[config.mk]
export PLATFORM = sky130hd
export DESIGN_NAME = bsrc_sequencer
export DESIGN_NICKNAME = d
export VERILOG_FILES = /design/src/rtl/bsrc_pkg.sv /design/src/rtl/bsrc_sequencer.sv /design/src/rtl/bsrc_tick_div.sv
export SDC_FILE = /design/constraint.sdc
export NUM_CORES = 1
export LEC_CHECK = 0
export BUFFER_PORTS_ARGS = -buffer_cell sky130_fd_sc_hd__buf_2
export CORE_MARGIN = 10
export CORE_UTILIZATION = 60
export DETAILED_ROUTE_END_ITERATION = 16
export PLACE_DENSITY_LB_ADDON = 0.08
export SLEW_MARGIN = 10
export SYNTH_ARGS = -nofsm -noshare
export SYNTH_HDL_FRONTEND = slang
export SYNTH_SLANG_ARGS = --single-unit
export TNS_END_PERCENT = 10
[constraint.sdc]
create_clock -name clk_sys -period 7.1 [get_ports clk_sys]
set_input_delay 1.42 -clock clk_sys [delete_from_list [all_inputs] [get_ports clk_sys]]
set_output_delay 1.42 -clock clk_sys [all_outputs]
set_load 0.03 [all_outputs]
[src/rtl/bsrc_pkg.sv]
package bsrc_pkg;

  // Command codes seen by the block's command port
  localparam logic [7:0] CMD_OPERATION = 8'h01;
  localparam logic [7:0] CMD_ON_OFF_CFG = 8'h02;
  localparam logic [7:0] CMD_CLEAR_FAULT = 8'h03;
  localparam logic [7:0] CMD_TON_DELAY = 8'h60;
  localparam logic [7:0] CMD_TON_RISE = 8'h61;
  localparam logic [7:0] CMD_TOFF_DELAY = 8'h64;
  localparam logic [7:0] CMD_VOUT_RDG = 8'h8B;
  localparam logic [7:0] CMD_REF_TRIM = 8'hD0;
  localparam logic [7:0] CMD_MARGIN_HIGH = 8'hD1;
  localparam logic [7:0] CMD_MARGIN_LOW = 8'hD2;
  localparam logic [7:0] CMD_FAULT_PCT = 8'hD3;

  // Field positions
  localparam int OP_ON_BIT = 7;
  localparam int OP_MARGIN_LSB = 4;
  localparam int CFG_USE_PIN_BIT = 0;
  localparam int CFG_USE_OP_BIT = 1;
  localparam int PCT_OV_LSB = 0;
  localparam int PCT_UV_LSB = 5;
  localparam int PCT_PG_LSB = 10;
  localparam int PCT_W = 5;

  localparam logic [1:0] MARGIN_NONE = 2'h0;
  localparam logic [1:0] MARGIN_LOW = 2'h1;
  localparam logic [1:0] MARGIN_HIGH = 2'h2;

  // Power-up values, standing in for the stored configuration
  localparam logic [15:0] OPERATION_RST = 16'h0000;
  localparam logic [15:0] ON_OFF_CFG_RST = 16'h0003;
  localparam logic [15:0] TON_DELAY_RST = 16'h0000;
  localparam logic [15:0] TOFF_DELAY_RST = 16'h0000;
  localparam logic [15:0] TON_RISE_RST = 16'h0009;
  localparam logic [15:0] REF_TRIM_RST = 16'h0000;
  localparam logic [15:0] MARGIN_HIGH_RST = 16'h000F;
  localparam logic [15:0] MARGIN_LOW_RST = 16'h00F1;
  localparam logic [15:0] FAULT_PCT_RST = 16'h2210;

  // Reference code, one step is about 1.953 mV
  localparam int REF_W = 10;
  localparam logic [REF_W-1:0] REF_NOM = 10'd307;
  localparam int TRIM_MIN = -61;
  localparam int TRIM_MAX = 30;
  localparam int TOTAL_MIN = -92;
  localparam int TOTAL_MAX = 30;

  // Timing
  localparam int CLK_PERIOD_NS = 10;
  localparam int RAMP_UNIT_NS = 1000;
  localparam int RAMP_UNIT_CYC = RAMP_UNIT_NS / CLK_PERIOD_NS;
  localparam int PREBIAS_PULSES = 128;

  // Frequency-set pin, resistance in kilo-ohm
  localparam logic [9:0] FS_LOW_LIMIT = 10'd5;
  localparam logic [9:0] FS_HIGH_LIMIT = 10'd300;
  localparam logic [9:0] FS_BOUND_1 = 10'd14;
  localparam logic [9:0] FS_BOUND_2 = 10'd22;
  localparam logic [9:0] FS_BOUND_3 = 10'd33;
  localparam logic [9:0] FS_BOUND_4 = 10'd47;
  localparam logic [9:0] FS_BOUND_5 = 10'd71;
  localparam logic [9:0] FS_BOUND_6 = 10'd110;
  localparam logic [9:0] FS_BOUND_7 = 10'd169;
  localparam logic [2:0] FREQ_250K = 3'h0;
  localparam logic [2:0] FREQ_1000K = 3'h7;

  typedef enum logic [2:0] {
    SEQ_OFF,
    SEQ_ON_DELAY,
    SEQ_SOFT_START,
    SEQ_REGULATE,
    SEQ_OFF_DELAY
  } bsrc_seq_type;

endpackage

[src/rtl/bsrc_sequencer.sv]
// Behaviour
// RL1 - Gating: UVLO alone, or pin/command/both
// RL2 - Wait turn-on delay before regulating
// RL3 - Keep regulating through turn-off delay
// RL4 - Delays count whole soft-start periods
// RL5 - Release power-good only inside window
// RL6 - UVLO-only option converts without pin/command
// RL7 - OPERATION bit 7 enables, others margin
// RL8 - No pulses until ramp exceeds feedback
// RL9 - Low-side on-time grows over 128 pulses
// RL10 - Overvoltage answered always, even when off
// RL11 - Seven-bit trim, -20% to +10%
// RL12 - Trim plus margin within -30%..+10%
// RL13 - Power-up target 600 mV plus stored offsets
// RL14 - Margin states none, high, low
// RL15 - Reference equals nominal plus trim plus margin
// RL16 - Fault/PG limits from fixed nominal only
// RL17 - Average output samples into 8Bh register
// RL18 - Decode frequency pin into eight settings
// RL19 - Out-of-range pin picks 250k or 1M
// RL20 - Latch frequency until rail reset
// RL21 - Ramp reference from zero at rise rate
// RL22 - Power-good low while off or starting
// RL23 - Trim/margin changes move target live
`timescale 1ns/1ps
module bsrc_sequencer
  import bsrc_pkg::*;
#(
  parameter int AVG_LOG2 = 3
) (
  // Clock and power-on reset from the internal 6 V rail
  input wire logic clk_sys,
  input wire logic arst_n,
  // Gating inputs
  input wire logic uvlo_ok,
  input wire logic control_input_pin,
  // Analog comparator results
  input wire logic ref_over_fdbk,
  input wire logic pg_in_window,
  input wire logic ov_detect,
  input wire logic switch_pulse,
  // Converter samples
  input wire logic vout_valid,
  input wire logic [15:0] vout_sample,
  input wire logic fs_valid,
  input wire logic [9:0] fs_kohm,
  // Command port from the bus engine
  input wire logic cmd_wr,
  input wire logic cmd_rd,
  input wire logic [7:0] cmd_code,
  input wire logic [15:0] cmd_wdata,
  output logic cmd_ack_r,
  output logic cmd_err_r,
  output logic [15:0] cmd_rdata_r,
  // Power stage control
  output logic convert_en_r,
  output logic switching_en_r,
  output logic [6:0] ls_on_step_r,
  output logic ls_complementary_r,
  output logic ls_force_on_r,
  output logic ov_fault_r,
  // Reference and limits
  output logic [REF_W-1:0] ref_code_r,
  output logic [REF_W-1:0] ov_thr_r,
  output logic [REF_W-1:0] uv_thr_r,
  output logic [REF_W-1:0] pg_lo_thr_r,
  output logic [REF_W-1:0] pg_hi_thr_r,
  // Open-drain power-good and frequency
  output logic power_good_output_o,
  output logic power_good_output_oe_r,
  output logic [2:0] freq_sel_r
);

  if (AVG_LOG2 < 1 || AVG_LOG2 > 8) begin : g_chk
    $error("bsrc_sequencer supports AVG_LOG2 from 1 to 8");
  end

  function automatic logic [2:0] fs_decode(input logic [9:0] kohm);
    logic [2:0] sel;
    sel = FREQ_1000K;
    if (kohm < FS_LOW_LIMIT) sel = FREQ_250K; // see RL19
    else if (kohm > FS_HIGH_LIMIT) sel = FREQ_1000K; // see RL19
    else if (kohm < FS_BOUND_1) sel = 3'h0;
    else if (kohm < FS_BOUND_2) sel = 3'h1;
    else if (kohm < FS_BOUND_3) sel = 3'h2;
    else if (kohm < FS_BOUND_4) sel = 3'h3;
    else if (kohm < FS_BOUND_5) sel = 3'h4;
    else if (kohm < FS_BOUND_6) sel = 3'h5;
    else if (kohm < FS_BOUND_7) sel = 3'h6;
    return sel;
  endfunction

  function automatic logic signed [11:0] clampi(input logic signed [11:0] v,
                                                input int lo, input int hi);
    logic signed [11:0] r;
    r = v;
    if (v < 12'(lo)) r = 12'(lo);
    if (v > 12'(hi)) r = 12'(hi);
    return r;
  endfunction

  function automatic logic [REF_W-1:0] pct_of_nom(input logic [PCT_W-1:0] f);
    logic [15:0] p;
    p = 16'(REF_NOM) * 16'(f);
    return REF_W'(p >> 7);
  endfunction

  assign power_good_output_o = 1'b0;

  // Configuration registers and command port
  logic [15:0] op_r, op_nxt, cfg_r, cfg_nxt, ton_r, ton_nxt, toff_r, toff_nxt;
  logic [15:0] rise_r, rise_nxt, trim_r, trim_nxt, mhi_r, mhi_nxt, mlo_r, mlo_nxt;
  logic [15:0] pct_r, pct_nxt, vout_rd_r;
  logic ack_nxt, err_nxt, clear_fault;
  logic [15:0] rdata_nxt;

  always_comb begin
    op_nxt = op_r;
    cfg_nxt = cfg_r;
    ton_nxt = ton_r;
    toff_nxt = toff_r;
    rise_nxt = rise_r;
    trim_nxt = trim_r;
    mhi_nxt = mhi_r;
    mlo_nxt = mlo_r;
    pct_nxt = pct_r;
    ack_nxt = cmd_wr | cmd_rd;
    err_nxt = 1'b0;
    rdata_nxt = 16'h0000;
    clear_fault = 1'b0;
    if (cmd_wr) begin
      case (cmd_code)
        CMD_OPERATION: op_nxt = cmd_wdata; // see RL7
        CMD_ON_OFF_CFG: cfg_nxt = cmd_wdata;
        CMD_TON_DELAY: ton_nxt = cmd_wdata;
        CMD_TOFF_DELAY: toff_nxt = cmd_wdata;
        CMD_TON_RISE: rise_nxt = cmd_wdata;
        CMD_REF_TRIM: trim_nxt = {9'h000, cmd_wdata[6:0]}; // see RL11
        CMD_MARGIN_HIGH: mhi_nxt = {8'h00, cmd_wdata[7:0]};
        CMD_MARGIN_LOW: mlo_nxt = {8'h00, cmd_wdata[7:0]};
        CMD_FAULT_PCT: pct_nxt = {1'b0, cmd_wdata[14:0]};
        CMD_CLEAR_FAULT: clear_fault = 1'b1;
        default: err_nxt = 1'b1;
      endcase
    end else if (cmd_rd) begin
      case (cmd_code)
        CMD_OPERATION: rdata_nxt = op_r;
        CMD_ON_OFF_CFG: rdata_nxt = cfg_r;
        CMD_TON_DELAY: rdata_nxt = ton_r;
        CMD_TOFF_DELAY: rdata_nxt = toff_r;
        CMD_TON_RISE: rdata_nxt = rise_r;
        CMD_REF_TRIM: rdata_nxt = trim_r;
        CMD_MARGIN_HIGH: rdata_nxt = mhi_r;
        CMD_MARGIN_LOW: rdata_nxt = mlo_r;
        CMD_FAULT_PCT: rdata_nxt = pct_r;
        CMD_VOUT_RDG: rdata_nxt = vout_rd_r; // see RL17
        default: err_nxt = 1'b1;
      endcase
    end
  end

  // Stored settings come back at every power-on reset
  always_ff @(posedge clk_sys or negedge arst_n) begin
    if (!arst_n) begin
      op_r <= OPERATION_RST;
      cfg_r <= ON_OFF_CFG_RST;
      ton_r <= TON_DELAY_RST;
      toff_r <= TOFF_DELAY_RST;
      rise_r <= TON_RISE_RST;
      trim_r <= REF_TRIM_RST; // see RL13
      mhi_r <= MARGIN_HIGH_RST;
      mlo_r <= MARGIN_LOW_RST;
      pct_r <= FAULT_PCT_RST;
      cmd_ack_r <= 1'b0;
      cmd_err_r <= 1'b0;
      cmd_rdata_r <= 16'h0000;
    end else begin
      op_r <= op_nxt;
      cfg_r <= cfg_nxt;
      ton_r <= ton_nxt;
      toff_r <= toff_nxt;
      rise_r <= rise_nxt;
      trim_r <= trim_nxt;
      mhi_r <= mhi_nxt;
      mlo_r <= mlo_nxt;
      pct_r <= pct_nxt;
      cmd_ack_r <= ack_nxt;
      cmd_err_r <= err_nxt;
      cmd_rdata_r <= rdata_nxt;
    end
  end

  // Ramp timing: a microsecond base, then one reference step per rise unit
  logic us_tick, ss_tick;

  bsrc_tick_div #(.CNT_W(8)) u_us_div (
    .clk_sys(clk_sys),
    .arst_n(arst_n),
    .en(1'b1),
    .period(8'(RAMP_UNIT_CYC)),
    .tick_r(us_tick)
  );

  bsrc_tick_div #(.CNT_W(17)) u_ramp_div (
    .clk_sys(clk_sys),
    .arst_n(arst_n),
    .en(us_tick),
    .period({1'b0, rise_r} + 17'h0_0001),
    .tick_r(ss_tick)
  );

  // Reference target
  logic signed [11:0] trim_c, margin_c, total_c;
  logic [REF_W-1:0] target;
  logic [1:0] margin_mode;
  logic gate;

  always_comb begin
    trim_c = clampi(12'($signed(trim_r[6:0])), TRIM_MIN, TRIM_MAX); // see RL11
    margin_mode = op_r[OP_MARGIN_LSB +: 2];
    case (margin_mode) // see RL14
      MARGIN_HIGH: margin_c = 12'($signed(mhi_r[7:0]));
      MARGIN_LOW: margin_c = 12'($signed(mlo_r[7:0]));
      default: margin_c = 12'sh000;
    endcase
    total_c = clampi(trim_c + margin_c, TOTAL_MIN, TOTAL_MAX); // see RL12
    target = REF_W'($signed({2'b00, REF_NOM}) + total_c); // see RL15
    gate = uvlo_ok // see RL6
      && (!cfg_r[CFG_USE_PIN_BIT] || control_input_pin) // see RL1
      && (!cfg_r[CFG_USE_OP_BIT] || op_r[OP_ON_BIT]); // see RL7
  end

  // Sequencer
  bsrc_seq_type st_r, st_nxt;
  logic [REF_W-1:0] ref_nxt, sub_r, sub_nxt;
  logic [15:0] unit_r, unit_nxt;
  logic [7:0] pulse_r, pulse_nxt;
  logic swen_nxt, ov_nxt, pg_oe_nxt, restart, dly_done_on, dly_done_off;

  always_comb begin
    st_nxt = st_r;
    ref_nxt = ref_code_r;
    swen_nxt = switching_en_r;
    pulse_nxt = pulse_r;
    restart = 1'b0;
    sub_nxt = sub_r;
    unit_nxt = unit_r;
    // Delays count whole soft-start periods of REF_NOM ramp steps
    if (ss_tick) begin // see RL4
      if (sub_r == REF_NOM - 1'b1) begin
        sub_nxt = '0;
        unit_nxt = unit_r + 1'b1;
      end else begin
        sub_nxt = sub_r + 1'b1;
      end
    end
    dly_done_on = unit_r >= ton_r;
    dly_done_off = unit_r >= toff_r;
    case (st_r)
      SEQ_OFF: begin
        ref_nxt = '0;
        swen_nxt = 1'b0;
        pulse_nxt = 8'h00;
        restart = 1'b1;
        if (gate) st_nxt = SEQ_ON_DELAY; // see RL2
      end
      SEQ_ON_DELAY: begin
        if (!gate) st_nxt = SEQ_OFF;
        else if (dly_done_on) st_nxt = SEQ_SOFT_START; // see RL2
      end
      SEQ_SOFT_START: begin
        if (ss_tick && ref_code_r < target) ref_nxt = ref_code_r + 1'b1; // see RL21
        if (ref_over_fdbk) swen_nxt = 1'b1; // see RL8
        if (!gate) begin
          st_nxt = SEQ_OFF_DELAY;
          restart = 1'b1;
        end else if (ref_code_r >= target) begin
          st_nxt = SEQ_REGULATE;
        end
      end
      SEQ_REGULATE, SEQ_OFF_DELAY: begin
        // A pre-bias above the target must still hold the switch node quiet
        if (ref_over_fdbk) swen_nxt = 1'b1; // see RL8
        // Walk one step per tick so a new target causes no output jump
        if (ss_tick && ref_code_r < target) ref_nxt = ref_code_r + 1'b1; // see RL23
        if (ss_tick && ref_code_r > target) ref_nxt = ref_code_r - 1'b1; // see RL23
        if (st_r == SEQ_REGULATE && !gate) begin
          st_nxt = SEQ_OFF_DELAY; // see RL3
          restart = 1'b1;
        end else if (st_r == SEQ_OFF_DELAY && gate) begin
          st_nxt = SEQ_REGULATE;
        end else if (st_r == SEQ_OFF_DELAY && dly_done_off) begin
          st_nxt = SEQ_OFF; // see RL3
        end
      end
      default: st_nxt = SEQ_OFF;
    endcase
    if (swen_nxt && switch_pulse && pulse_r < 8'(PREBIAS_PULSES)) begin // see RL9
      pulse_nxt = pulse_r + 1'b1;
    end
    ov_nxt = ov_detect || (ov_fault_r && !clear_fault); // see RL10
    if (ov_nxt) begin
      st_nxt = SEQ_OFF; // see RL10
      swen_nxt = 1'b0;
    end
    if (restart) begin
      sub_nxt = '0;
      unit_nxt = 16'h0000;
    end
    pg_oe_nxt = !((st_nxt == SEQ_REGULATE || st_nxt == SEQ_OFF_DELAY) // see RL22
      && pg_in_window); // see RL5
  end

  always_ff @(posedge clk_sys or negedge arst_n) begin
    if (!arst_n) begin
      st_r <= SEQ_OFF;
      ref_code_r <= '0;
      switching_en_r <= 1'b0;
      convert_en_r <= 1'b0;
      pulse_r <= 8'h00;
      ls_on_step_r <= 7'h00;
      ls_complementary_r <= 1'b0;
      ls_force_on_r <= 1'b0;
      ov_fault_r <= 1'b0;
      sub_r <= '0;
      unit_r <= 16'h0000;
      power_good_output_oe_r <= 1'b1;
    end else begin
      st_r <= st_nxt;
      ref_code_r <= ref_nxt;
      switching_en_r <= swen_nxt;
      convert_en_r <= st_nxt == SEQ_SOFT_START || st_nxt == SEQ_REGULATE
        || st_nxt == SEQ_OFF_DELAY;
      pulse_r <= pulse_nxt;
      ls_on_step_r <= pulse_nxt[6:0]; // see RL9
      ls_complementary_r <= pulse_nxt == 8'(PREBIAS_PULSES); // see RL9
      ls_force_on_r <= ov_nxt; // see RL10
      ov_fault_r <= ov_nxt;
      sub_r <= sub_nxt;
      unit_r <= unit_nxt;
      power_good_output_oe_r <= pg_oe_nxt;
    end
  end

  // Fault limits track the nominal reference, never trim or margin
  always_ff @(posedge clk_sys or negedge arst_n) begin
    if (!arst_n) begin
      ov_thr_r <= '0;
      uv_thr_r <= '0;
      pg_lo_thr_r <= '0;
      pg_hi_thr_r <= '0;
    end else begin
      ov_thr_r <= REF_NOM + pct_of_nom(pct_r[PCT_OV_LSB +: PCT_W]); // see RL16
      uv_thr_r <= REF_NOM - pct_of_nom(pct_r[PCT_UV_LSB +: PCT_W]); // see RL16
      pg_lo_thr_r <= REF_NOM - pct_of_nom(pct_r[PCT_PG_LSB +: PCT_W]); // see RL16
      pg_hi_thr_r <= REF_NOM + pct_of_nom(pct_r[PCT_PG_LSB +: PCT_W]); // see RL16
    end
  end

  // Output-voltage telemetry and frequency latch
  logic [15+AVG_LOG2:0] acc_r, acc_nxt, acc_sum;
  logic [AVG_LOG2-1:0] navg_r, navg_nxt;
  logic [15:0] vout_nxt;
  logic [2:0] freq_nxt;
  logic freq_lock_r, lock_nxt;

  always_comb begin
    acc_nxt = acc_r;
    navg_nxt = navg_r;
    vout_nxt = vout_rd_r;
    acc_sum = acc_r + (16+AVG_LOG2)'(vout_sample);
    if (vout_valid) begin // see RL17
      navg_nxt = navg_r + 1'b1;
      if (&navg_r) begin
        vout_nxt = 16'(acc_sum >> AVG_LOG2);
        acc_nxt = '0;
      end else begin
        acc_nxt = acc_sum;
      end
    end
    // Pin is ignored after the first decode until the next power-on reset
    freq_nxt = freq_sel_r;
    lock_nxt = freq_lock_r;
    if (!freq_lock_r && fs_valid) begin // see RL20
      freq_nxt = fs_decode(fs_kohm); // see RL18
      lock_nxt = 1'b1;
    end
  end

  always_ff @(posedge clk_sys or negedge arst_n) begin
    if (!arst_n) begin
      acc_r <= '0;
      navg_r <= '0;
      vout_rd_r <= 16'h0000;
      freq_sel_r <= FREQ_250K;
      freq_lock_r <= 1'b0;
    end else begin
      acc_r <= acc_nxt;
      navg_r <= navg_nxt;
      vout_rd_r <= vout_nxt;
      freq_sel_r <= freq_nxt;
      freq_lock_r <= lock_nxt;
    end
  end

endmodule

[src/rtl/bsrc_tick_div.sv]
`timescale 1ns/1ps
module bsrc_tick_div #(
  parameter int CNT_W = 16
) (
  // Clock and reset
  input wire logic clk_sys,
  input wire logic arst_n,
  // Rate control
  input wire logic en,
  input wire logic [CNT_W-1:0] period,
  // Output enable pulse
  output logic tick_r
);

  logic [CNT_W-1:0] cnt_r;
  logic [CNT_W-1:0] cnt_nxt;
  logic tick_nxt;

  if (CNT_W < 2) begin : g_chk
    $error("bsrc_tick_div needs CNT_W of at least 2");
  end

  // A period of zero behaves as one, so the tick can never stall
  always_comb begin
    cnt_nxt = cnt_r;
    tick_nxt = 1'b0;
    if (en) begin
      if (cnt_r + 1'b1 >= period) begin
        cnt_nxt = '0;
        tick_nxt = 1'b1;
      end else begin
        cnt_nxt = cnt_r + 1'b1;
      end
    end
  end

  always_ff @(posedge clk_sys or negedge arst_n) begin
    if (!arst_n) begin
      cnt_r <= '0;
      tick_r <= 1'b0;
    end else begin
      cnt_r <= cnt_nxt;
      tick_r <= tick_nxt;
    end
  end

endmodule

==> impl_metrics.yaml <==
flow_run:
  cap_violations: 0
sta:
  setup_slack_ps: 350.4
  setup_tns_ps: 0
  finalCritPeriodShare: 0.9506
  max_slew.worst_pin.slew_ps: 1057
  fmax_ghz: 0.1482
  hold_viol_final: 0
  relSlewSlack: 0.2953
  whs_ps: 458.5
  period_needed_ps: 6750
  setup_viol: 0
  fin_skew_ps: 26.75
  drv_slew: 0
setup_path:
  ff2ff_path_depth: 26
  start_kind: "flip-flop"
  arrival_ps: 7120
  crit_path_end: "ref_code_r[0]$_DFFE_PN0N_"
  required_ps: 7470
  endpoint_kind: "flip-flop"
  r2r_start: "trim_r[5]$_DFFE_PN0P_"
  crit_path_start: "trim_r[5]$_DFFE_PN0P_"
  worstPathMaxFanout: 12
  worst_r2r_endpoint: "ref_code_r[0]$_DFFE_PN0N_"
  critical_path_class: "flip-flop to flip-flop"
  reg2reg_slack_ps: 350
clock_tree:
  clk_pin_slew_ps: 60
  tritoncts: "done"
  clk_latency_ps: 520
  ctsHoldBuffers: 0
  cts_buffer_depth: 3
  root_buffer: "clkbuf_16"
  clock_sinks: 291
  htreeDepth: 2
  numCtsBuffers: 34
global_route:
  grt_pass1_wl_microns: 74740
  grt.overflow.total: 0
  antenna_found_initial: 4
  grt_max_degree: 157
  grt_pass1_vias: 14040
  grt_usage: 0.2486
synthesis:
  synth_edf_count: 0
  async_flop_share: 1.000
  yosysWarnings: 0
  syn_area_sq_um: 17950
  synthCells: 1771
  synth-seq-cells: 291
  synth_cell_type_count: 84
  avgSynthCellArea_sq_um: 10.14
  ys_seq_area_frac: 0.4068
  synth-main-ff-cell: "dfrtp_1"
outcome:
  outcome: "finished clean"
hold_path:
  holdCritPathClass: "flip-flop to flip-flop"
  min_from: "freq_lock_r$_DFFE_PN0P_"
detailed_routing:
  drtAntennaViolNets: 0
  routedWlPerCell_microns: 20.08
  vias: 14040
  dr.pass1.iters: 6
  drt_iter0_drc: 966
  drcViolationCount: 0
  totalWireLength_microns: 46410
  viasPerCell: 6.076
final_layout:
  drive_gt1_frac: 0.2013
  multi_input_area_sq_um: 9950
  num-nets-final: 2120
  final_core_util: 0.6815
  regArea_sq_um: 7303
  fillers: 2330
  area_growth_pct: 12.22
place:
  place_congestion: 0.9072
  dp_hpwl_microns: 33580
  io_buffer_count: 141
  place_ws_ps: 210.5
floorplanning:
  start_util: 0.6073
  die_h_microns: 193.0
  io_pins: 147
  core_sq_um: 29560
  dieArea_sq_um: 37240
  fp-row-count: 63
  fp.dieW_microns: 193.0
pwr:
  leakagePower_nw: 9.729
  irDropWorstVdd_uv: 206.4
  power_density_nw_per_um2: 244.5
logic make-up (layout without fill, tap and decap cells):
family / after synthesis / count (layout) / share of synthesized area
simple gates: 478 / 478 / 0.1376
compound gates: 409 / 409 / 0.1572
flops: 291 / 291 / 0.4068
buf+inv: 177 / 318 / 0.04140
fa+ha+maj: 166 / 166 / 0.1174
mux: 137 / 137 / 0.08496
xor+xnor: 111 / 111 / 0.05415
other cells: 2 / 11 / 0.0004183
per-layer routing:
metal	vias up	track usage	wire length, microns
li1	6685	-	-
met1	6843	0.3315	20230
met2	439	0.4052	21820
met3	73	0.04910	3209
met4	2	0.07101	1138
met5	-	0	7
layout by cell type, fill, tap and decap left out, types with 6 or more instances in the layout:
cell,n
mux2_2,122
nand2b_1,28
inv_1,103
o21ai_0,80
nand2_1,119
or3_1,14
a211oi_1,10
a21oi_1,61
or2_2,9
buf_4,12
nor2_1,102
dfstp_2,17
o2bb2ai_1,19
o21ai_1,6
and2_1,11
dfrtp_1,274
a21o_1,40
nor3_1,32
and3_1,28
conb_1,8
a31oi_1,33
a221oi_1,13
a211o_1,6
nor2b_1,18
ha_1,158
nor3b_1,6
xor2_1,60
clkbuf_16,35
xnor2_1,51
a222oi_1,9
o31ai_1,6
nand3_1,50
o21a_1,15
a22oi_1,56
mux2i_1,14
nand4_1,19
and4_1,11
buf_2,140
cell type report:
cell class	instances	area share
Sequential cell	291	0.3625
Inverter	105	0.01956
Timing Repair Buffer	154	0.04099
Clock buffer	41	0.04608
Antenna cell	3	0.0003726
Tap cell	390	0.02422
Multi-Input combinational cell	1309	0.4939
Clock inverter	18	0.01236
sequential cells by signal (all words and copies together) (netlist names), 7 cells and up:
name              flops
acc_r                19
u_ramp_div.cnt_r     17
cfg_r                16
cmd_rdata_r          16
op_r                 16
rise_r               16
toff_r               16
ton_r                16
unit_r               16
vout_rd_r            16
pct_r                15
ref_code_r           10
sub_r                10
ov_thr_r              9
uv_thr_r              9
mhi_r                 8
mlo_r                 8
pg_hi_thr_r           8
pg_lo_thr_r           8
pulse_r               8
u_us_div.cnt_r        8
trim_r                7
how the worst min path moves through the flow:
stage / cells after the start / end / slack [ps]
floorplan: 1 / freq_lock_r$_DFFE_PN0P_ / 430
global placement: 1 / freq_lock_r$_DFFE_PN0P_ / 440
detailed placement: 1 / freq_lock_r$_DFFE_PN0P_ / 440
CTS: 1 / freq_lock_r$_DFFE_PN0P_ / 460
global route: 1 / freq_lock_r$_DFFE_PN0P_ / 490
finish: 1 / freq_lock_r$_DFFE_PN0P_ / 460
Yosys cell counts (10+ instances only):
cell,n,share of area
nor3_1,33,0.0092
and3_1,28,0.0098
o2bb2ai_1,19,0.0093
inv_1,103,0.022
mux2_2,122,0.077
xnor2_1,51,0.025
nand4_1,19,0.0066
a211oi_1,10,0.0042
nand3_1,50,0.014
nand2b_1,28,0.0098
ha_1,158,0.11
a31oi_1,33,0.011
and2_1,11,0.0038
o21a_1,15,0.0063
or3_1,14,0.0049
a21o_1,40,0.017
a21oi_1,62,0.017
a221oi_1,13,0.0063
and4_1,11,0.0054
mux2i_1,14,0.0078
dfstp_2,17,0.025
nand2_1,119,0.025
buf_4,15,0.0063
dfrtp_1,274,0.38
nor2b_1,18,0.0063
xor2_1,60,0.029
clkbuf_1,46,0.0096
nor2_1,102,0.021
a22oi_1,56,0.023
o21ai_0,80,0.022
power by group:
| part | total (W) | internal (W) | switching [W] |
|---|---|---|---|
| Clock | 0.00185 | 0.00112 | 0.000723 |
| Sequential | 0.00200 | 0.00183 | 0.000163 |
| Combinational | 0.00108 | 0.000429 | 0.000654 |
repair_timing:
action	in CTS	in global routing
buffers inserted	0	1
gates resized for setup	0	5
setup endpoints to repair	0	11
critical path, stage by stage, from the launching register on:
cell      delay [ps]
dfrtp_1          450
a21oi_2           70
a41o_1           260
ha_1             340
or3_1            430
fa_2             440
a21o_1           210
a21o_1           220
and4_1           220
or3_1            380
a211o_1          310
a21o_1           200
nand2_1           70
ha_1             190
nor2_1            70
mux2_2           270
a22oi_1          180
a21boi_1         130
ha_1             300
and4_1           210
a221o_1          320
a221oi_2         350
nand2_2          100
buf_4            200
a21oi_1          190
o221ai_1         150
or3_1            350
metrics by stage:
step	instances	cell area (sq um)	power [W]
after floorplan	1777	17970	0.002759
after global placement	2248	18940	0.003058
after detailed placement	2248	18940	0.003095
after CTS	2307	20120	0.004946
after global routing	2310	20140	0.005183
final	2311	20150	0.004926
Power figures use the tool's default switching activity.
